===== config.mk =====
export PLATFORM = sky130hd
export DESIGN_NAME = dscir_regs
export DESIGN_NICKNAME = d
export VERILOG_FILES = /design/src/inc/dscir_pkg.sv /design/src/rtl/dscir_regs.sv
export SDC_FILE = /design/constraint.sdc
export NUM_CORES = 1
export LEC_CHECK = 0
export ABC_AREA = 1
export BUFFER_PORTS_ARGS = -buffer_cell sky130_fd_sc_hd__clkbuf_2
export CORE_AREA = 2 2 68 70
export CTS_CLUSTER_DIAMETER = 100
export DETAILED_ROUTE_END_ITERATION = 8
export DIE_AREA = 0 0 70 72
export PLACE_DENSITY = 0.75
export SLEW_MARGIN = 15
export SYNTH_ARGS = -nofsm -noshare
export SYNTH_HDL_FRONTEND = slang
export SYNTH_SLANG_ARGS = --single-unit

===== constraint.sdc =====
create_clock -name clock -period 2.2 [get_ports clock]
set_input_delay 0.22 -clock clock [delete_from_list [all_inputs] [get_ports clock]]
set_output_delay 0.22 -clock clock [all_outputs]
set_load 0.1 [all_outputs]

===== src/inc/dscir_pkg.sv =====
`default_nettype none
package dscir_pkg;
    // Register byte addresses
    localparam logic [7:0] ADDR_ONE_SHOT = 8'h0f;
    localparam logic [7:0] ADDR_IDEAL1 = 8'h27;
    localparam logic [7:0] ADDR_IDEAL2 = 8'h28;
    localparam logic [7:0] ADDR_BETA1 = 8'h29;
    localparam logic [7:0] ADDR_BETA2 = 8'h2a;
    localparam logic [7:0] ADDR_PART_CODE = 8'hed;
    localparam logic [7:0] ADDR_MAKER = 8'hfe;
    localparam logic [7:0] ADDR_DIE_REV = 8'hff;

    // Field widths, positions and reset values
    localparam int NUM_DIODES = 2;
    localparam int NUM_CHANNELS = 3;
    localparam int IDEAL_W = 6;
    localparam int BETA_W = 3;
    localparam int PART_UPPER_W = 6;
    localparam int VARIANT_W = 2;
    localparam int REV_W = 4;
    localparam logic [IDEAL_W-1:0] IDEAL_RST = 6'h12;
    localparam logic [BETA_W-1:0] BETA_RST = 3'h7;
    localparam logic [BETA_W-1:0] BETA_OFF = 3'h7;
    localparam logic [7:0] READ_ZERO = 8'h00;

    // Per-diode address tables, index 0 is diode 1
    localparam logic [NUM_DIODES-1:0][7:0] ADDR_IDEAL = {ADDR_IDEAL2, ADDR_IDEAL1};
    localparam logic [NUM_DIODES-1:0][7:0] ADDR_BETA = {ADDR_BETA2, ADDR_BETA1};

    // Timing of one channel measurement slot
    localparam int CLK_PERIOD_NS = 5;
    localparam int CHAN_TIME_NS = 80;
    localparam logic [7:0] CHAN_CYCLES =
        8'((CHAN_TIME_NS + CLK_PERIOD_NS - 1) / CLK_PERIOD_NS);
    localparam logic [1:0] LAST_CHANNEL = 2'(NUM_CHANNELS - 1);

    typedef struct packed {
        logic wr;
        logic rd;
        logic [7:0] addr;
        logic [7:0] wdata;
    } dscir_req_s;

    typedef enum logic [1:0] {
        ST_IDLE = 2'b01,
        ST_CONV = 2'b10
    } dscir_state_e;
endpackage
`default_nettype wire


===== src/rtl/dscir_regs.sv =====
`timescale 1ns/1ps
`default_nettype none
// Behaviour
// - A write to the one-shot address in standby with no pass running starts one conversion whatever the data byte.
// - The byte written to the one-shot address is thrown away, never stored.
// - Reading the one-shot address always returns zero.
// - Each diode has a read/write six-bit ideality code, upper two bits zero, reset to 12h.
// - Each diode has a three-bit beta range resetting to all ones; any other value turns compensation on.
// - A read-only part code register has fixed upper six bits and a two-bit address variant.
// - A read-only eight-bit maker code register returns a fixed value.
// - A read-only revision register holds a four-bit die revision with upper bits zero.
// - Unassigned addresses read as zero and writes to them change nothing.
module dscir_regs
    import dscir_pkg::*;
#(
    // Identity values below are arbitrary
    parameter logic [PART_UPPER_W-1:0] PART_CODE_UPPER = 6'h2a,
    parameter logic [VARIANT_W-1:0] PART_VARIANT = 2'h0,
    parameter logic [7:0] MAKER_CODE = 8'ha5,
    parameter logic [REV_W-1:0] DIE_REV = 4'h3
) (
    input wire logic clock,
    input wire logic rst,
    input wire logic clk_en,
    input wire dscir_req_s req,
    input wire logic standby,
    output logic [7:0] rd_data,
    output logic rd_valid,
    output logic busy,
    output logic conv_start,
    output logic [1:0] active_channel,
    output logic [NUM_DIODES-1:0][IDEAL_W-1:0] ideality_code,
    output logic [NUM_DIODES-1:0][BETA_W-1:0] beta_range,
    output logic [NUM_DIODES-1:0] beta_comp_en
);
    dscir_state_e state;
    logic [7:0] slot_count;
    logic [7:0] next_rd_data;
    logic one_shot_hit;
    logic addr_mapped;

    // Data byte is never looked at here
    assign one_shot_hit = clk_en && req.wr && (req.addr == ADDR_ONE_SHOT);
    assign busy = (state == ST_CONV);

    for (genvar i = 0; i < NUM_DIODES; i++) begin : g_diode
        always_ff @(posedge clock or posedge rst) begin
            if (rst) begin
                ideality_code[i] <= IDEAL_RST;
            end else if (clk_en && req.wr && req.addr == ADDR_IDEAL[i]) begin
                // Reserved codes are stored as written; keeping them out is the host's job
                ideality_code[i] <= req.wdata[IDEAL_W-1:0];
            end
        end
        always_ff @(posedge clock or posedge rst) begin
            if (rst) begin
                beta_range[i] <= BETA_RST;
            end else if (clk_en && req.wr && req.addr == ADDR_BETA[i]) begin
                beta_range[i] <= req.wdata[BETA_W-1:0];
            end
        end
        assign beta_comp_en[i] = (beta_range[i] != BETA_OFF);
    end

    always_comb begin
        next_rd_data = READ_ZERO;
        addr_mapped = 1'b1;
        case (req.addr)
            ADDR_ONE_SHOT: next_rd_data = READ_ZERO;
            ADDR_IDEAL1: next_rd_data = {2'h0, ideality_code[0]};
            ADDR_IDEAL2: next_rd_data = {2'h0, ideality_code[1]};
            ADDR_BETA1: next_rd_data = {5'h00, beta_range[0]};
            ADDR_BETA2: next_rd_data = {5'h00, beta_range[1]};
            ADDR_PART_CODE: next_rd_data = {PART_CODE_UPPER, PART_VARIANT};
            ADDR_MAKER: next_rd_data = MAKER_CODE;
            ADDR_DIE_REV: next_rd_data = {4'h0, DIE_REV};
            default: begin
                next_rd_data = READ_ZERO;
                addr_mapped = 1'b0;
            end
        endcase
    end

    always_ff @(posedge clock or posedge rst) begin
        if (rst) begin
            rd_data <= READ_ZERO;
            rd_valid <= 1'b0;
        end else if (clk_en) begin
            rd_valid <= req.rd;
            if (req.rd) begin
                rd_data <= next_rd_data;
            end
        end
    end

    // One-shot outside standby or during a pass is dropped, so passes never overlap
    always_ff @(posedge clock or posedge rst) begin
        if (rst) begin
            state <= ST_IDLE;
            slot_count <= 8'h00;
            active_channel <= 2'h0;
            conv_start <= 1'b0;
        end else if (clk_en) begin
            conv_start <= 1'b0;
            case (state)
                ST_IDLE: begin
                    if (one_shot_hit && standby) begin
                        state <= ST_CONV;
                        conv_start <= 1'b1;
                        slot_count <= 8'h00;
                        active_channel <= 2'h0;
                    end
                end
                ST_CONV: begin
                    if (slot_count == CHAN_CYCLES - 8'h01) begin
                        slot_count <= 8'h00;
                        if (active_channel == LAST_CHANNEL) begin
                            state <= ST_IDLE;
                            active_channel <= 2'h0;
                        end else begin
                            active_channel <= active_channel + 2'h1;
                        end
                    end else begin
                        slot_count <= slot_count + 8'h01;
                    end
                end
                default: state <= ST_IDLE;
            endcase
        end
    end

    localparam logic [7:0] PASS_LEN = 8'(NUM_CHANNELS) * CHAN_CYCLES;
    logic [7:0] busy_len;
    always_ff @(posedge clock or posedge rst) begin
        if (rst) begin
            busy_len <= 8'h00;
        end else if (clk_en) begin
            busy_len <= conv_start ? 8'h01 : (busy ? busy_len + 8'h01 : busy_len);
        end
    end

    // One-shot command and measurement pass
    oneshot_start_a: assert property (@(posedge clock) disable iff (rst)
        one_shot_hit && standby && !busy |=> busy && conv_start)
        else $error("one-shot in standby did not start a pass");

    oneshot_nostore_a: assert property (@(posedge clock) disable iff (rst)
        one_shot_hit |=> $stable(ideality_code) && $stable(beta_range))
        else $error("one-shot write changed stored state");

    oneshot_read_a: assert property (@(posedge clock) disable iff (rst)
        clk_en && req.rd && req.addr == ADDR_ONE_SHOT |=> rd_valid && rd_data == 8'h00)
        else $error("one-shot address read not zero");

    oneshot_refused_a: assert property (@(posedge clock) disable iff (rst)
        one_shot_hit && (!standby || busy) |=> !conv_start)
        else $error("refused one-shot started a pass");

    start_pulse_a: assert property (@(posedge clock) disable iff (rst)
        clk_en && conv_start |-> (busy && active_channel == 2'h0) ##1 !conv_start)
        else $error("pass start pulse wrong");

    channel_step_a: assert property (@(posedge clock) disable iff (rst)
        clk_en && busy && slot_count == CHAN_CYCLES - 8'h01 && active_channel != LAST_CHANNEL
        |=> active_channel == $past(active_channel) + 2'h1)
        else $error("channel did not advance at slot end");

    pass_length_a: assert property (@(posedge clock) disable iff (rst)
        clk_en && $fell(busy) |-> busy_len == PASS_LEN)
        else $error("pass length wrong");

    // Register reads and writes
    ideal_write_a: assert property (@(posedge clock) disable iff (rst)
        clk_en && req.wr && req.addr == ADDR_IDEAL1
        |=> ideality_code[0] == 6'($past(req.wdata)))
        else $error("ideality write not stored");

    ideal_read_a: assert property (@(posedge clock) disable iff (rst)
        clk_en && req.rd && req.addr == ADDR_IDEAL2 |=> rd_data[7:6] == 2'h0
        && rd_data[5:0] == $past(ideality_code[1]))
        else $error("ideality read wrong");

    beta_enable_a: assert property (@(posedge clock) disable iff (rst)
        clk_en && req.wr && req.addr == ADDR_BETA1 && req.wdata[2:0] != 3'h7
        |=> beta_comp_en[0] ##1 (beta_comp_en[0] || $changed(beta_range[0])))
        else $error("beta compensation not enabled");

    beta_write_a: assert property (@(posedge clock) disable iff (rst)
        clk_en && req.wr && req.addr == ADDR_BETA2
        |=> beta_range[1] == 3'($past(req.wdata)))
        else $error("beta range write not stored");

    part_code_a: assert property (@(posedge clock) disable iff (rst)
        clk_en && req.rd && req.addr == ADDR_PART_CODE
        |=> rd_data == {PART_CODE_UPPER, PART_VARIANT})
        else $error("part code wrong");

    maker_code_a: assert property (@(posedge clock) disable iff (rst)
        clk_en && req.rd && req.addr == ADDR_MAKER |=> rd_data == MAKER_CODE)
        else $error("maker code wrong");

    die_rev_a: assert property (@(posedge clock) disable iff (rst)
        clk_en && req.rd && req.addr == ADDR_DIE_REV |=> rd_data == {4'h0, DIE_REV})
        else $error("revision wrong");

    unmapped_read_a: assert property (@(posedge clock) disable iff (rst)
        clk_en && req.rd && !addr_mapped |=> rd_data == 8'h00)
        else $error("unmapped read not zero");

    unmapped_write_a: assert property (@(posedge clock) disable iff (rst)
        clk_en && req.wr && !addr_mapped && !busy
        |=> $stable(ideality_code) && $stable(beta_range) && !busy)
        else $error("unmapped write changed state");

    rd_pulse_a: assert property (@(posedge clock) disable iff (rst)
        clk_en |=> rd_valid == $past(req.rd))
        else $error("read valid not one cycle after request");

    // Low clock enable must hold everything, pass counters included
    clk_freeze_a: assert property (@(posedge clock) disable iff (rst)
        !clk_en |=> $stable(ideality_code) && $stable(beta_range) && $stable(rd_data)
        && $stable(rd_valid) && $stable(state) && $stable(slot_count) && $stable(conv_start))
        else $error("state moved while clock enable low");

    pass_start_c: cover property (@(posedge clock) disable iff (rst) conv_start);
    pass_end_c: cover property (@(posedge clock) disable iff (rst) $fell(busy));
    beta_on_c: cover property (@(posedge clock) disable iff (rst) beta_comp_en[1]);
    busy_oneshot_c: cover property (@(posedge clock) disable iff (rst) busy && one_shot_hit);
    refused_c: cover property (@(posedge clock) disable iff (rst) one_shot_hit && !standby);
endmodule
`default_nettype wire


Yosys cells after proc, flatten, opt, wreduce, memory -nomap -nowiden

Index checks and enable logic that the tools add are counted.

Multiplexer cells: 14
Add/sub/neg operators: 2
Equality and inequality tests: 17
Reduce and logical (&&, ||, !) cells: 12

Operators by type and width:

| cell                                                 | number |
|---|---|
| one-hot mux 8 bit (7 select lines)                   | 1 |
| equality test 8 x 6 -> 1 bit (second input constant) | 4 |
| equality test 8 bit (second input constant)          | 3 |
| equality test 8 x 4 -> 1 bit (second input constant) | 2 |
| 2-to-1 mux 8 bit                                     | 2 |
| one-hot mux 8 bit (2 select lines)                   | 1 |
| 2-to-1 mux 2 bit                                     | 6 |
| adder 8 x 1 -> 8 bit (second input constant)         | 1 |
| one-hot mux 2 bit (2 select lines)                   | 2 |
| AND reduction 4 bit                                  | 2 |
| logical AND 1 bit                                    | 7 |
| != test 3 bit (second input constant)                | 2 |
| equality test 2 bit (second input constant)          | 2 |
| != test 2 x 1 -> 1 bit (second input constant)       | 2 |
| AND reduction 3 bit                                  | 1 |
| adder 2 x 1 -> 2 bit (second input constant)         | 1 |
| equality test 2 x 1 -> 1 bit (second input constant) | 1 |
| 2-to-1 mux 1 bit                                     | 2 |
| != test 2 bit (second input constant)                | 1 |
| AND reduction 2 bit                                  | 1 |
| nonzero test 2 bit                                   | 1 |

Output and inout port bits: 33
Register bits: 40

Logic depth before layout (Yosys ltp)

Gate-level depths: netlist of the first run.

Depth in word-level cells: 5
Depth in mapped cells: 10

Worst setup path after synthesis of the first run

OpenSTA, ideal clock, no wires.

Path type: register -> register
Start: register state[0]
End: register state[1]
Buffers on the path: 0
Setup time: 0.117 ns
Cell stages (with the launch flop): 9
Clock period less this slack: 2.202 ns
Setup slack: -0.002 ns
Arrival time: 2.085 ns
Cells stage by stage: dfstp_2 inv_1 ha_1 inv_1 or2_1 o211ai_1 nor2_1 nand3_1 nand2_1

Word-level cells in the longest chain between the ends: 3
Elaborated cells on any way between the ends: 7
Classes of those cells: eq/ne: 5; mux: 1; reduce/logical: 1

Ends and longest elaborated chain:

| item                                    | RTL line          | source |
|---|---|---|
| start: declaration                      | dscir_regs.sv:36  | `dscir_state_e state;` |
| start signal: assignment                | dscir_regs.sv:99  | `state <= ST_IDLE;` |
| start signal: assignment                | dscir_regs.sv:108 | `state <= ST_CONV;` |
| start signal: assignment                | dscir_regs.sv:118 | `state <= ST_IDLE;` |
| equality test 2 bit (*)                 | n/a               |  |
| named net busy                          | dscir_regs.sv:29  | `output logic busy,` |
| != test 2 x 1 -> 1 bit (no source line) | n/a               |  |
| AND reduction 4 bit (no source line)    | n/a               |  |

The timed path passes the listed nets; every way through them passes the cells marked *.
A chain may end at the register's enable or synchronous reset.

Final worst setup path of the first run

Start: register state[0]
End: output port busy

Word-level cells in the longest chain between the ends: 1

Ends and longest elaborated chain:

| item                | RTL line         | source |
|---|---|---|
| equality test 2 bit | dscir_regs.sv:44 | `assign busy = (state == ST_CONV);` |
| end: declaration    | dscir_regs.sv:29 |  |

No other way between the ends.

==> key figures, run 1 <==
Synth
  – Ys flop type: dfrtp_1
  – Synth top cells by count: 98 x nand2_1, 34 x inv_1, 28 x dfrtp_1
  – #FFs+latches synth: 39
  – Synth area leaders: dfrtp_1 32%, nand2_1 17%, dfstp_2 13%
  – Yosys cell types: 30
  – Post-Syn Nets: 311
  – Largest area contributor in the netlist: dfrtp_1
  – YS warnings: 0
  – Post-synthesis sequential area ratio: 0.4549
  – Synthesized instance count: 286
  – Number of synthesized flops with an enable pin: 0
  – Mean Syn Cell Area: 7.608 µm²
  – Synth top area share: 0.3220
  – Async SR Flop Fraction: 1.000
  – Top-count cell post-synth: nand2_1
  – Synthesized cell area: 0.002176 mm²

Final layout
  – Register area: 989.7 µm²
  – Area growth from synthesis to layout: 19.03%
  – FILL cells: 384
  – Layout cell share with drive strength beyond 1: 0.2807
  – # diodes: 0
  – Area of the multi-input gates: 0.001027 mm²
  – NumNets Final: 366
  – Finished Layout Cells: 394

Floorplan
  – Starting Density: 0.5103
  – DIE WIDTH: 70 µm
  – Num ports: 55
  – Core area: 0.004264 mm²
  – Die area: 0.005040 mm²
  – DIE HEIGHT: 72 µm
  – FP Rows: 24

Pwr
  – Comb power frac: 0.307
  – Worst VDD drop: 0.3972 mV
  – Switching Share: 0.3810
  – Pwr/cell area: 808.8 mW/mm²
  – Leak: 1.378 nW
  – Part of the power in registers: 0.396
  – Clock power frac: 0.297
  – Pint: 1.297 mW
  – Psw: 798.0 µW

Clock network
  – Clock-pin slew on the worst setup and hold paths: 0.08 ns
  – CTS H-tree lvls: 2
  – # Post-CTS Setup Buffers: 0
  – Sink Count: 39
  – Post-CTS resize count: 0
  – Root buf cell: clkbuf_8
  – Max Buffers Root-to-Sink: 2
  – CTS tree: done
  – CTS buffer count: 5
  – Clock Latency Late Sink: 0.29 ns
  – CTS Hold Buffers Added: 0

Global route
  – Grt met3 use: 0.05833
  – Grt met1 use: 0.2839
  – GR peak layer: met2
  – GR Overflow Total: 0
  – Global-route wire length before repair: 8045 µm
  – Met2 Use GR: 0.3079
  – Largest net degree at the start of global routing: 40
  – Vias in the first global route: 1794
  – Initial antenna violation count: 0
  – GRT Overall Usage: 0.2001

Worst setup path
  – Crit end category: output port
  – Slowest CP cell: dfstp_2
  – Worst path cell trace: inv_1, ha_2, clkbuf_2
  – Top delay family on crit path: flip-flops
  – Biggest cell delay along the critical path: 0.55 ns
  – Crit path buffers/inverters: 2
  – WS Path Type: reg2out
  – Type of origin of the critical path: register
  – Required @ worst endpoint: 1.98 ns
  – WP data arrival: 1.52 ns
  – Crit path max fanout: 8

STA
  – Worst slew pin tran: 0.5641 ns
  – Period minus WS final: 1.741 ns
  – Clock Skews: 0.007193 ns
  – Fmax: 574.4 MHz
  – Final setup viols: 0
  – TNS Setup: 0 ns
  – Post-route clock period utilization: 0.7913
  – Final Max Slew Viols: 0
  – Hold Vio Cnt, Final: 0
  – RSZ-0062 raised after global routing: false
  – Relative slew slack: 0.6255

Drt
  – Initial DRC Count: 131
  – Drt total wl: 4763 µm
  – Detailed-route via count: 1960
  – Via density: 4.975
  – ANT nets after route: 0
  – Drt pass-1 iters: 4
  – DR DRC count: 0
  – Routed WL per cell: 12.09 µm

Place
  – # placed instances: 386
  – Port Buf Inserts: 51
  – Placer Congestion: 0.7875
  – Final HPWL DP: 3540 µm

Job
  – Max-cap violations: 0

Run status
  – Outcome: finished, final reports clean

Worst hold path
  – Hold Path Class: in2async
## cells by family after synthesis
family	synth area share
other	0.001723
and+or+nand+nor	0.3565
buffers and inverters	0.07418
DFF	0.4549
adders and majority gates	0.01725
xor gates and xnor gates	0.004026
AOI/OAI and AO/OA	0.09143
## path summary, 6_finish.rpt
check,start,cells past startpoint,to,slack [ns]
min reg2reg,rd_data[1],2,rd_data[1],0.48
max reg2reg,state[0],9,state[1],0.47
min,rst,3,conv_start,0.02
max in group asynchronous,rst,3,ideality_code[10],1.81
max,state[0],3,busy,0.46
min in group clock,req[3],3,ideality_code[9],0.16
## final cells by class
| cell class | count | area share |
|---|---|---|
| inverter | 34 | 0.04928 |
| sequential | 39 | 0.3821 |
| clock inverter | 2 | 0.01353 |
| timing repair buffer | 52 | 0.1014 |
| tap | 52 | 0.02512 |
| multi-input combinational | 209 | 0.3966 |
| clock buffer | 6 | 0.03188 |
## registers in the layout, indices dropped and copies added (netlist names)
register	flops
ideality_code	12
rd_valid	1
slot_count	8
state	2
rd_data	7
active_channel	2
conv_start	1
beta_range	6
## per-layer routing
| layer | vias to the layer above | part of all wire |
|---|---|---|
| li1 | 1015 | - |
| met1 | 886 | 0.48 |
| met2 | 55 | 0.46 |
| met3 | 4 | 0.055 |
| met4 | 0 | 0.0073 |
| met5 | - | 0 |
## per-stage QoR
step	instance area, µm²	hold slack [ns]	total power [mW]	setup slack (ns)	util
after floorplan	2178	0.3335	1.380	0.2419	-
after global placement	2472	0.3474	1.471	0.5334	0.5798
after detailed placement	2472	0.3452	1.484	0.4837	0.5798
after CTS	2590	0.03273	2.113	0.4475	0.6074
after global routing	2590	0.05757	2.203	0.2567	0.6074
final	2590	0.02004	2.095	0.4591	0.6074
## layout by cell type, fill, tap and decap left out, types with 2 or more instances in the layout
cell type and instances:
clkbuf_8 6, nand2_1 98, o211ai_1 2, nor2_2 4, dfrtp_1 28, o21a_1 4
or2_2 3, ha_1 2, dfstp_2 11, nand4_1 2, nor3_1 3, o21ai_2 4
clkbuf_2 51, nand3_2 3, nand3_1 25, inv_1 34, nor2_1 21, nand2_4 2
o21ai_0 12, o21ai_1 8, nor2_4 2, nand2_2 5
## tightest hold or removal path, delay by kind of cell
| kind | cells | cell delay (ns) |
|---|---|---|
| buffers and inverters | 3 | 0.54 |
## power groups by stage
| stage | clock [mW] | combinational [mW] | sequential, mW |
|---|---|---|---|
| after floorplan | 0 | 0.389 | 0.991 |
| final | 0.622 | 0.644 | 0.829 |
| after global routing | 0.664 | 0.703 | 0.837 |
| after detailed placement | 0 | 0.642 | 0.841 |
| after global placement | 0 | 0.631 | 0.840 |
| after CTS | 0.636 | 0.648 | 0.829 |
No activity file was read; power rests on OpenSTA's default activity.
==> run 2, diff against run 1 <==
==> constraint.sdc (replaced) <==
create_clock -name clock -period 1.7 [get_ports clock]
set_input_delay 0.17 -clock clock [delete_from_list [all_inputs] [get_ports clock]]
set_output_delay 0.17 -clock clock [all_outputs]
set_load 0.1 [all_outputs]
==> run 2 against run 1 <==
Against the previous run:
- the run now ends with hold timing left
- critical endpoint unchanged
- sequential power rose by 29%
- combinational power rose by 38%
- largest power group unchanged
- clock-buffer cell count rose by 1
- sequential share of layout area fell by 0.31 points
- die area did not move
==> key figures, run 2 (synthesis gave the netlist of run 1 again) <==
Drt
  – Routed WL per cell: 11.56 µm
  – Drt total wl: 4599 µm
  – DR DRC count: 0
  – Drt pass-1 iters: 4
  – Detailed-route via count: 1979
  – Initial DRC Count: 67
  – ANT nets after route: 0
  – Via density: 4.972

Final layout
  – Most frequent cells in the layout: 98 x nand2_1, 51 x clkbuf_2, 34 x inv_1
  – Leading registers by flop count: ideality_code (12), slot_count (8), rd_data (7)
  – Layout cell share with drive strength beyond 1: 0.2919
  – FILL cells: 418
  – Commonest non-fill, non-tap cell in the layout: nand2_1
  – # diodes: 0
  – NumNets Final: 370
  – Area growth from synthesis to layout: 20.01%
  – Most flop-heavy register: ideality_code
  – Finished Layout Cells: 398
  – Max reg flops: 12

Global route
  – Initial antenna violation count: 0
  – GRT Overall Usage: 0.1951
  – Global-route wire length before repair: 7803 µm
  – GR Overflow Total: 0
  – Largest net degree at the start of global routing: 40
  – Vias in the first global route: 1792

Pwr
  – Part of the power in registers: 0.419
  – Worst VDD drop: 0.5123 mV
  – Comb power frac: 0.348
  – Pint: 1.533 mW
  – Leak: 1.381 nW
  – Psw: 1.027 mW
  – Pwr/cell area: 980.3 mW/mm²
  – Switching Share: 0.4011
  – Clock power frac: 0.233
  – Power Total: 2.560 mW

Floorplan
  – Die area: 0.005040 mm²
  – Num ports: 55
  – FP Rows: 24
  – DIE HEIGHT: 72 µm
  – DIE WIDTH: 70 µm
  – Starting Density: 0.5103
  – Core area: 0.004264 mm²

Worst setup path
  – WP data arrival: 1.47 ns
  – WS Path Type: reg2out
  – Required @ worst endpoint: 1.53 ns
  – Top delay family on crit path: flip-flops
  – Worst path cell trace: inv_1, ha_4, clkbuf_2
  – Crit end category: output port
  – Type of origin of the critical path: register
  – Crit path buffers/inverters: 2
  – Crit path max fanout: 8
  – Slowest CP cell: dfstp_2
  – Biggest cell delay along the critical path: 0.55 ns

Run status
  – Failing checks: hold timing
  – Outcome: complete, but fails checks

STA
  – Final setup viols: 0
  – Relative slew slack: 0.6370
  – Period minus WS final: 1.638 ns
  – Worst slew pin tran: 0.5468 ns
  – Fmax: 610.4 MHz
  – Hold slack: -0.02225 ns
  – Post-route clock period utilization: 0.9637
  – Final Max Slew Viols: 0
  – Clock Skews: 0.008798 ns
  – Hold Vio Cnt, Final: 28

Clock network
  – # Post-CTS Setup Buffers: 0
  – Clock-pin slew on the worst setup and hold paths: 0.08 ns
  – Sink Count: 39
  – Max Buffers Root-to-Sink: 2
  – CTS H-tree lvls: 2
  – Clock Latency Late Sink: 0.29 ns
  – Root buf cell: clkbuf_8
  – CTS tree: done
  – CTS buffer count: 5

Place
  – Port Buf Inserts: 51
  – # placed instances: 390
  – Final HPWL DP: 3593 µm
  – Placer Congestion: 0.7745

Worst hold path
  – Hold Path Class: in2async

Job
  – Max-cap violations: 0
[run 2: routing by layer]
layer | share of wire | vias up | wire, µm | track usage
li1 | - | 1024 | - | -
met1 | 0.45 | 899 | 2047 | 0.2360
met2 | 0.49 | 48 | 2243 | 0.3376
met3 | 0.051 | 8 | 233 | 0.04861
met4 | 0.016 | 0 | 74 | 0.07692
met5 | 0 | - | 0 | 0
[run 2: final cells by class]
| type | count | area [µm²] | area share |
|---|---|---|---|
| multi-input combinational | 209 | 1055 | 0.4039 |
| sequential | 39 | 989.7 | 0.3790 |
| timing repair buffer | 56 | 292.8 | 0.1121 |
| inverter | 34 | 127.6 | 0.04887 |
| clock buffer | 7 | 76.32 | 0.02923 |
| tap | 52 | 65.06 | 0.02492 |
| clock inverter | 1 | 5.005 | 0.001917 |
[run 2: worst reg2reg max path, delay by kind of cell (launching register included)]
kind	cells	cell delay, ns
flops	1	0.55
compound gates	1	0.10
buf+inv	2	0.16
fa+ha+maj	1	0.19
simple gates	5	0.46
[run 2: stage by stage]
| step | cell area [µm²] | worst slack, ns | utilization | TNS, ns |
|---|---|---|---|---|
| floorplan | 2198 | 0.03392 | - | 0 |
| global placement | 2522 | 0.1240 | 0.5915 | 0 |
| detailed placement | 2522 | 0.1051 | 0.5915 | 0 |
| CTS | 2604 | 0.05825 | 0.6106 | 0 |
| global route | 2611 | -0.005058 | 0.6124 | -0.005058 |
| finish | 2611 | 0.06169 | 0.6124 | 0 |
[run 2: path summary, 6_finish.rpt]
check,cells past startpoint,slack [ns],end,start
max in group asynchronous,3,1.35,ideality_code[7],rst
max,3,0.06,busy,state[0]
max reg2reg,9,0.13,state[1],state[0]
min,3,-0.02,ideality_code[6],rst
min in group clock,3,0.10,ideality_code[4],req[4]
min reg2reg,2,0.48,state[0],state[0]
[run 2: repair_timing]
item / CTS / global route
setup endpoints to repair: 0 / 3
hold buffers: 0 / 0
gates resized for setup: 0 / 2
hold endpoints to repair: 0 / 0
[run 2: power groups by stage]
stage	sequential (mW)	clock, mW	combinational (mW)
after floorplan	1.29	0	0.528
after global placement	1.09	0	0.853
after detailed placement	1.09	0	0.868
after CTS	1.07	0.613	0.872
after global routing	1.08	0.647	0.980
final	1.07	0.596	0.890
==> run 3, diff against run 2 <==
--- a/config.mk
+++ b/config.mk
@@ -6,12 +6,12 @@
 export NUM_CORES = 1
 export LEC_CHECK = 0
 export ABC_AREA = 1
-export BUFFER_PORTS_ARGS = -buffer_cell sky130_fd_sc_hd__clkbuf_2
-export CORE_AREA = 2 2 68 70
+export CORE_AREA = 2 2 66 68
 export CTS_CLUSTER_DIAMETER = 100
 export DETAILED_ROUTE_END_ITERATION = 8
-export DIE_AREA = 0 0 70 72
-export PLACE_DENSITY = 0.75
+export DIE_AREA = 0 0 68 70
+export DONT_BUFFER_PORTS = 1
+export PLACE_DENSITY = 0.67
 export SLEW_MARGIN = 15
 export SYNTH_ARGS = -nofsm -noshare
 export SYNTH_HDL_FRONTEND = slang
==> constraint.sdc (replaced) <==
create_clock -name clock -period 1.62 [get_ports clock]
set_input_delay 0.162 -clock clock [delete_from_list [all_inputs] [get_ports clock]]
set_output_delay 0.162 -clock clock [all_outputs]
set_load 0.1 [all_outputs]
==> run 3 against run 2 <==
Against the previous run:
- the run now ends clean
- clock skew shrank 0.0060 ns
- critical path depth grew 1
- global-route usage grew 1.3 points
- final cell count shrank 3.0%
- utilization grew 3.7 points
==> key figures, run 3 (synthesis gave the netlist of run 1 again) <==
Run status
  – Outcome: finished, final reports clean

Final layout
  – Register area: 991.0 µm²
  – Area of the multi-input gates: 0.001059 mm²
  – Commonest non-fill, non-tap cell in the layout: nand2_1
  – NumNets Final: 358
  – Most flop-heavy register: ideality_code
  – # diodes: 0
  – FILL cells: 373
  – Max reg flops: 12
  – Most frequent cells in the layout: 98 x nand2_1, 37 x buf_4, 33 x inv_1
  – Leading registers by flop count: ideality_code (12), slot_count (8), rd_data (7)
  – Layout cell share with drive strength beyond 1: 0.2695
  – Area growth from synthesis to layout: 23.63%
  – Design Area, Final: 0.002690 mm²

Worst hold path
  – Hold Path Class: in2reg
  – Hold Path Stages: 2

Floorplan
  – DIE WIDTH: 68 µm
  – Starting Density: 0.5251
  – Core area: 0.004144 mm²
  – DIE HEIGHT: 70 µm
  – FP Rows: 24
  – Die area: 0.004760 mm²
  – Num ports: 55

Global route
  – Grt met3 use: 0.05636
  – GRT Overall Usage: 0.2083
  – Largest net degree at the start of global routing: 40
  – Global-route wire length before repair: 7548 µm
  – GR peak layer: met2
  – Initial antenna violation count: 0
  – Vias in the first global route: 1697
  – Grt met1 use: 0.2579
  – Met2 Use GR: 0.3484
  – GR Overflow Total: 0

Drt
  – Initial DRC Count: 47
  – Via density: 4.912
  – DR DRC count: 0
  – Detailed-route via count: 1896
  – Routed WL per cell: 11.85 µm
  – Drt total wl: 4576 µm
  – ANT nets after route: 0
  – Drt pass-1 iters: 4

STA
  – Fmax: 650.8 MHz
  – Post-route clock period utilization: 0.9485
  – Final setup viols: 0
  – TNS Setup: 0 ns
  – Hold slack: 0.01596 ns
  – Period minus WS final: 1.537 ns
  – Clock Skews: 0.002797 ns
  – Final Max Slew Viols: 0
  – Hold Vio Cnt, Final: 0

Clock network
  – CTS buffer count: 5
  – Sink Count: 39
  – Clock-pin slew on the worst setup and hold paths: 0.08 ns
  – Clock Latency Late Sink: 0.28 ns
  – CTS tree: done
  – CTS H-tree lvls: 2
  – Max Buffers Root-to-Sink: 2
  – Root buf cell: clkbuf_8

Place
  – Placer Congestion: 0.7932
  – Placed Area: 0.002529 mm²
  – Port Buf Inserts: 0
  – Final HPWL DP: 3529 µm

Worst setup path
  – Crit end category: output port
  – WS Path Type: reg2out
  – WP data arrival: 1.37 ns
  – Required @ worst endpoint: 1.46 ns
  – Reg2Reg Depth: 9
  – Type of origin of the critical path: register
  – Crit path max fanout: 7

Job
  – Max-cap violations: 0

Pwr
  – Power Total: 2.729 mW
  – Worst VDD drop: 0.5423 mV
  – Leak: 1.362 nW
  – Pwr/cell area: 1014 mW/mm²
run 3: changes by cell type in the layout (fill, tap and decap cells not counted), moves of 2 or more:
| cell | change |
|---|---|
| clkbuf_2 | -51 |
| dlygate4sd3_1 | +5 |
| clkinvlp_4 | +2 |
| clkbuf_1 | -2 |
| buf_4 | +32 |
run 3: critical path: stages (launching register included):
cell and delay [ns]:
dfstp_2 0.53, inv_1 0.06, ha_4 0.16, buf_4 0.16, buf_6 0.18
run 3: power by group:
part | leakage, nW | switching (mW) | internal, mW
sequential | 0.484 | 0.0598 | 1.06
combinational | 0.837 | 0.683 | 0.275
clock | 0.0402 | 0.350 | 0.300
run 3: worst paths after layout:
kind,endpoint,slack (ns),from
worst max register to register,state[1],0.12,state[0]
min in group asynchronous,slot_count[4],0.44,rst
worst min-delay path,ideality_code[8],0.02,req[2]
worst min register to register,rd_data[4],0.49,rd_data[4]
max in group asynchronous,ideality_code[7],0.81,rst
worst max-delay path,busy,0.08,state[0]
run 3: final cells by class:
type,count,area share
timing repair buffer,44,0.1335
clock inverter,3,0.007442
tap,52,0.02419
inverter,34,0.04744
multi-input combinational,209,0.3935
sequential,39,0.3684
clock buffer,5,0.02558
run 3: through the flow:
| stage | util | setup WS (ns) | cells |
|---|---|---|---|
| floorplan | - | 0.001269 | 286 |
| global placement | 0.6102 | 0.1067 | 372 |
| detailed placement | 0.6102 | 0.08860 | 372 |
| CTS | 0.6446 | 0.04416 | 385 |
| global route | 0.6492 | -0.0002293 | 386 |
| finish | 0.6492 | 0.08349 | 386 |
run 3: per-layer routing:
metal  vias up  routed length (µm)  part of all wire
li1        997                   -                 -
met1       862                1992              0.44
met2        33                2344              0.51
met3         4                 191             0.042
met4         0                  48             0.010
met5         -                   0                 0
run 3: repair_timing:
action,4_1_cts,5_1_grt
hold buffers,5,0
endpoints found under the hold margin,35,0
setup buffers,0,1
gates resized for setup,1,3
setup endpoints to repair,1,6
pin swaps,0,3
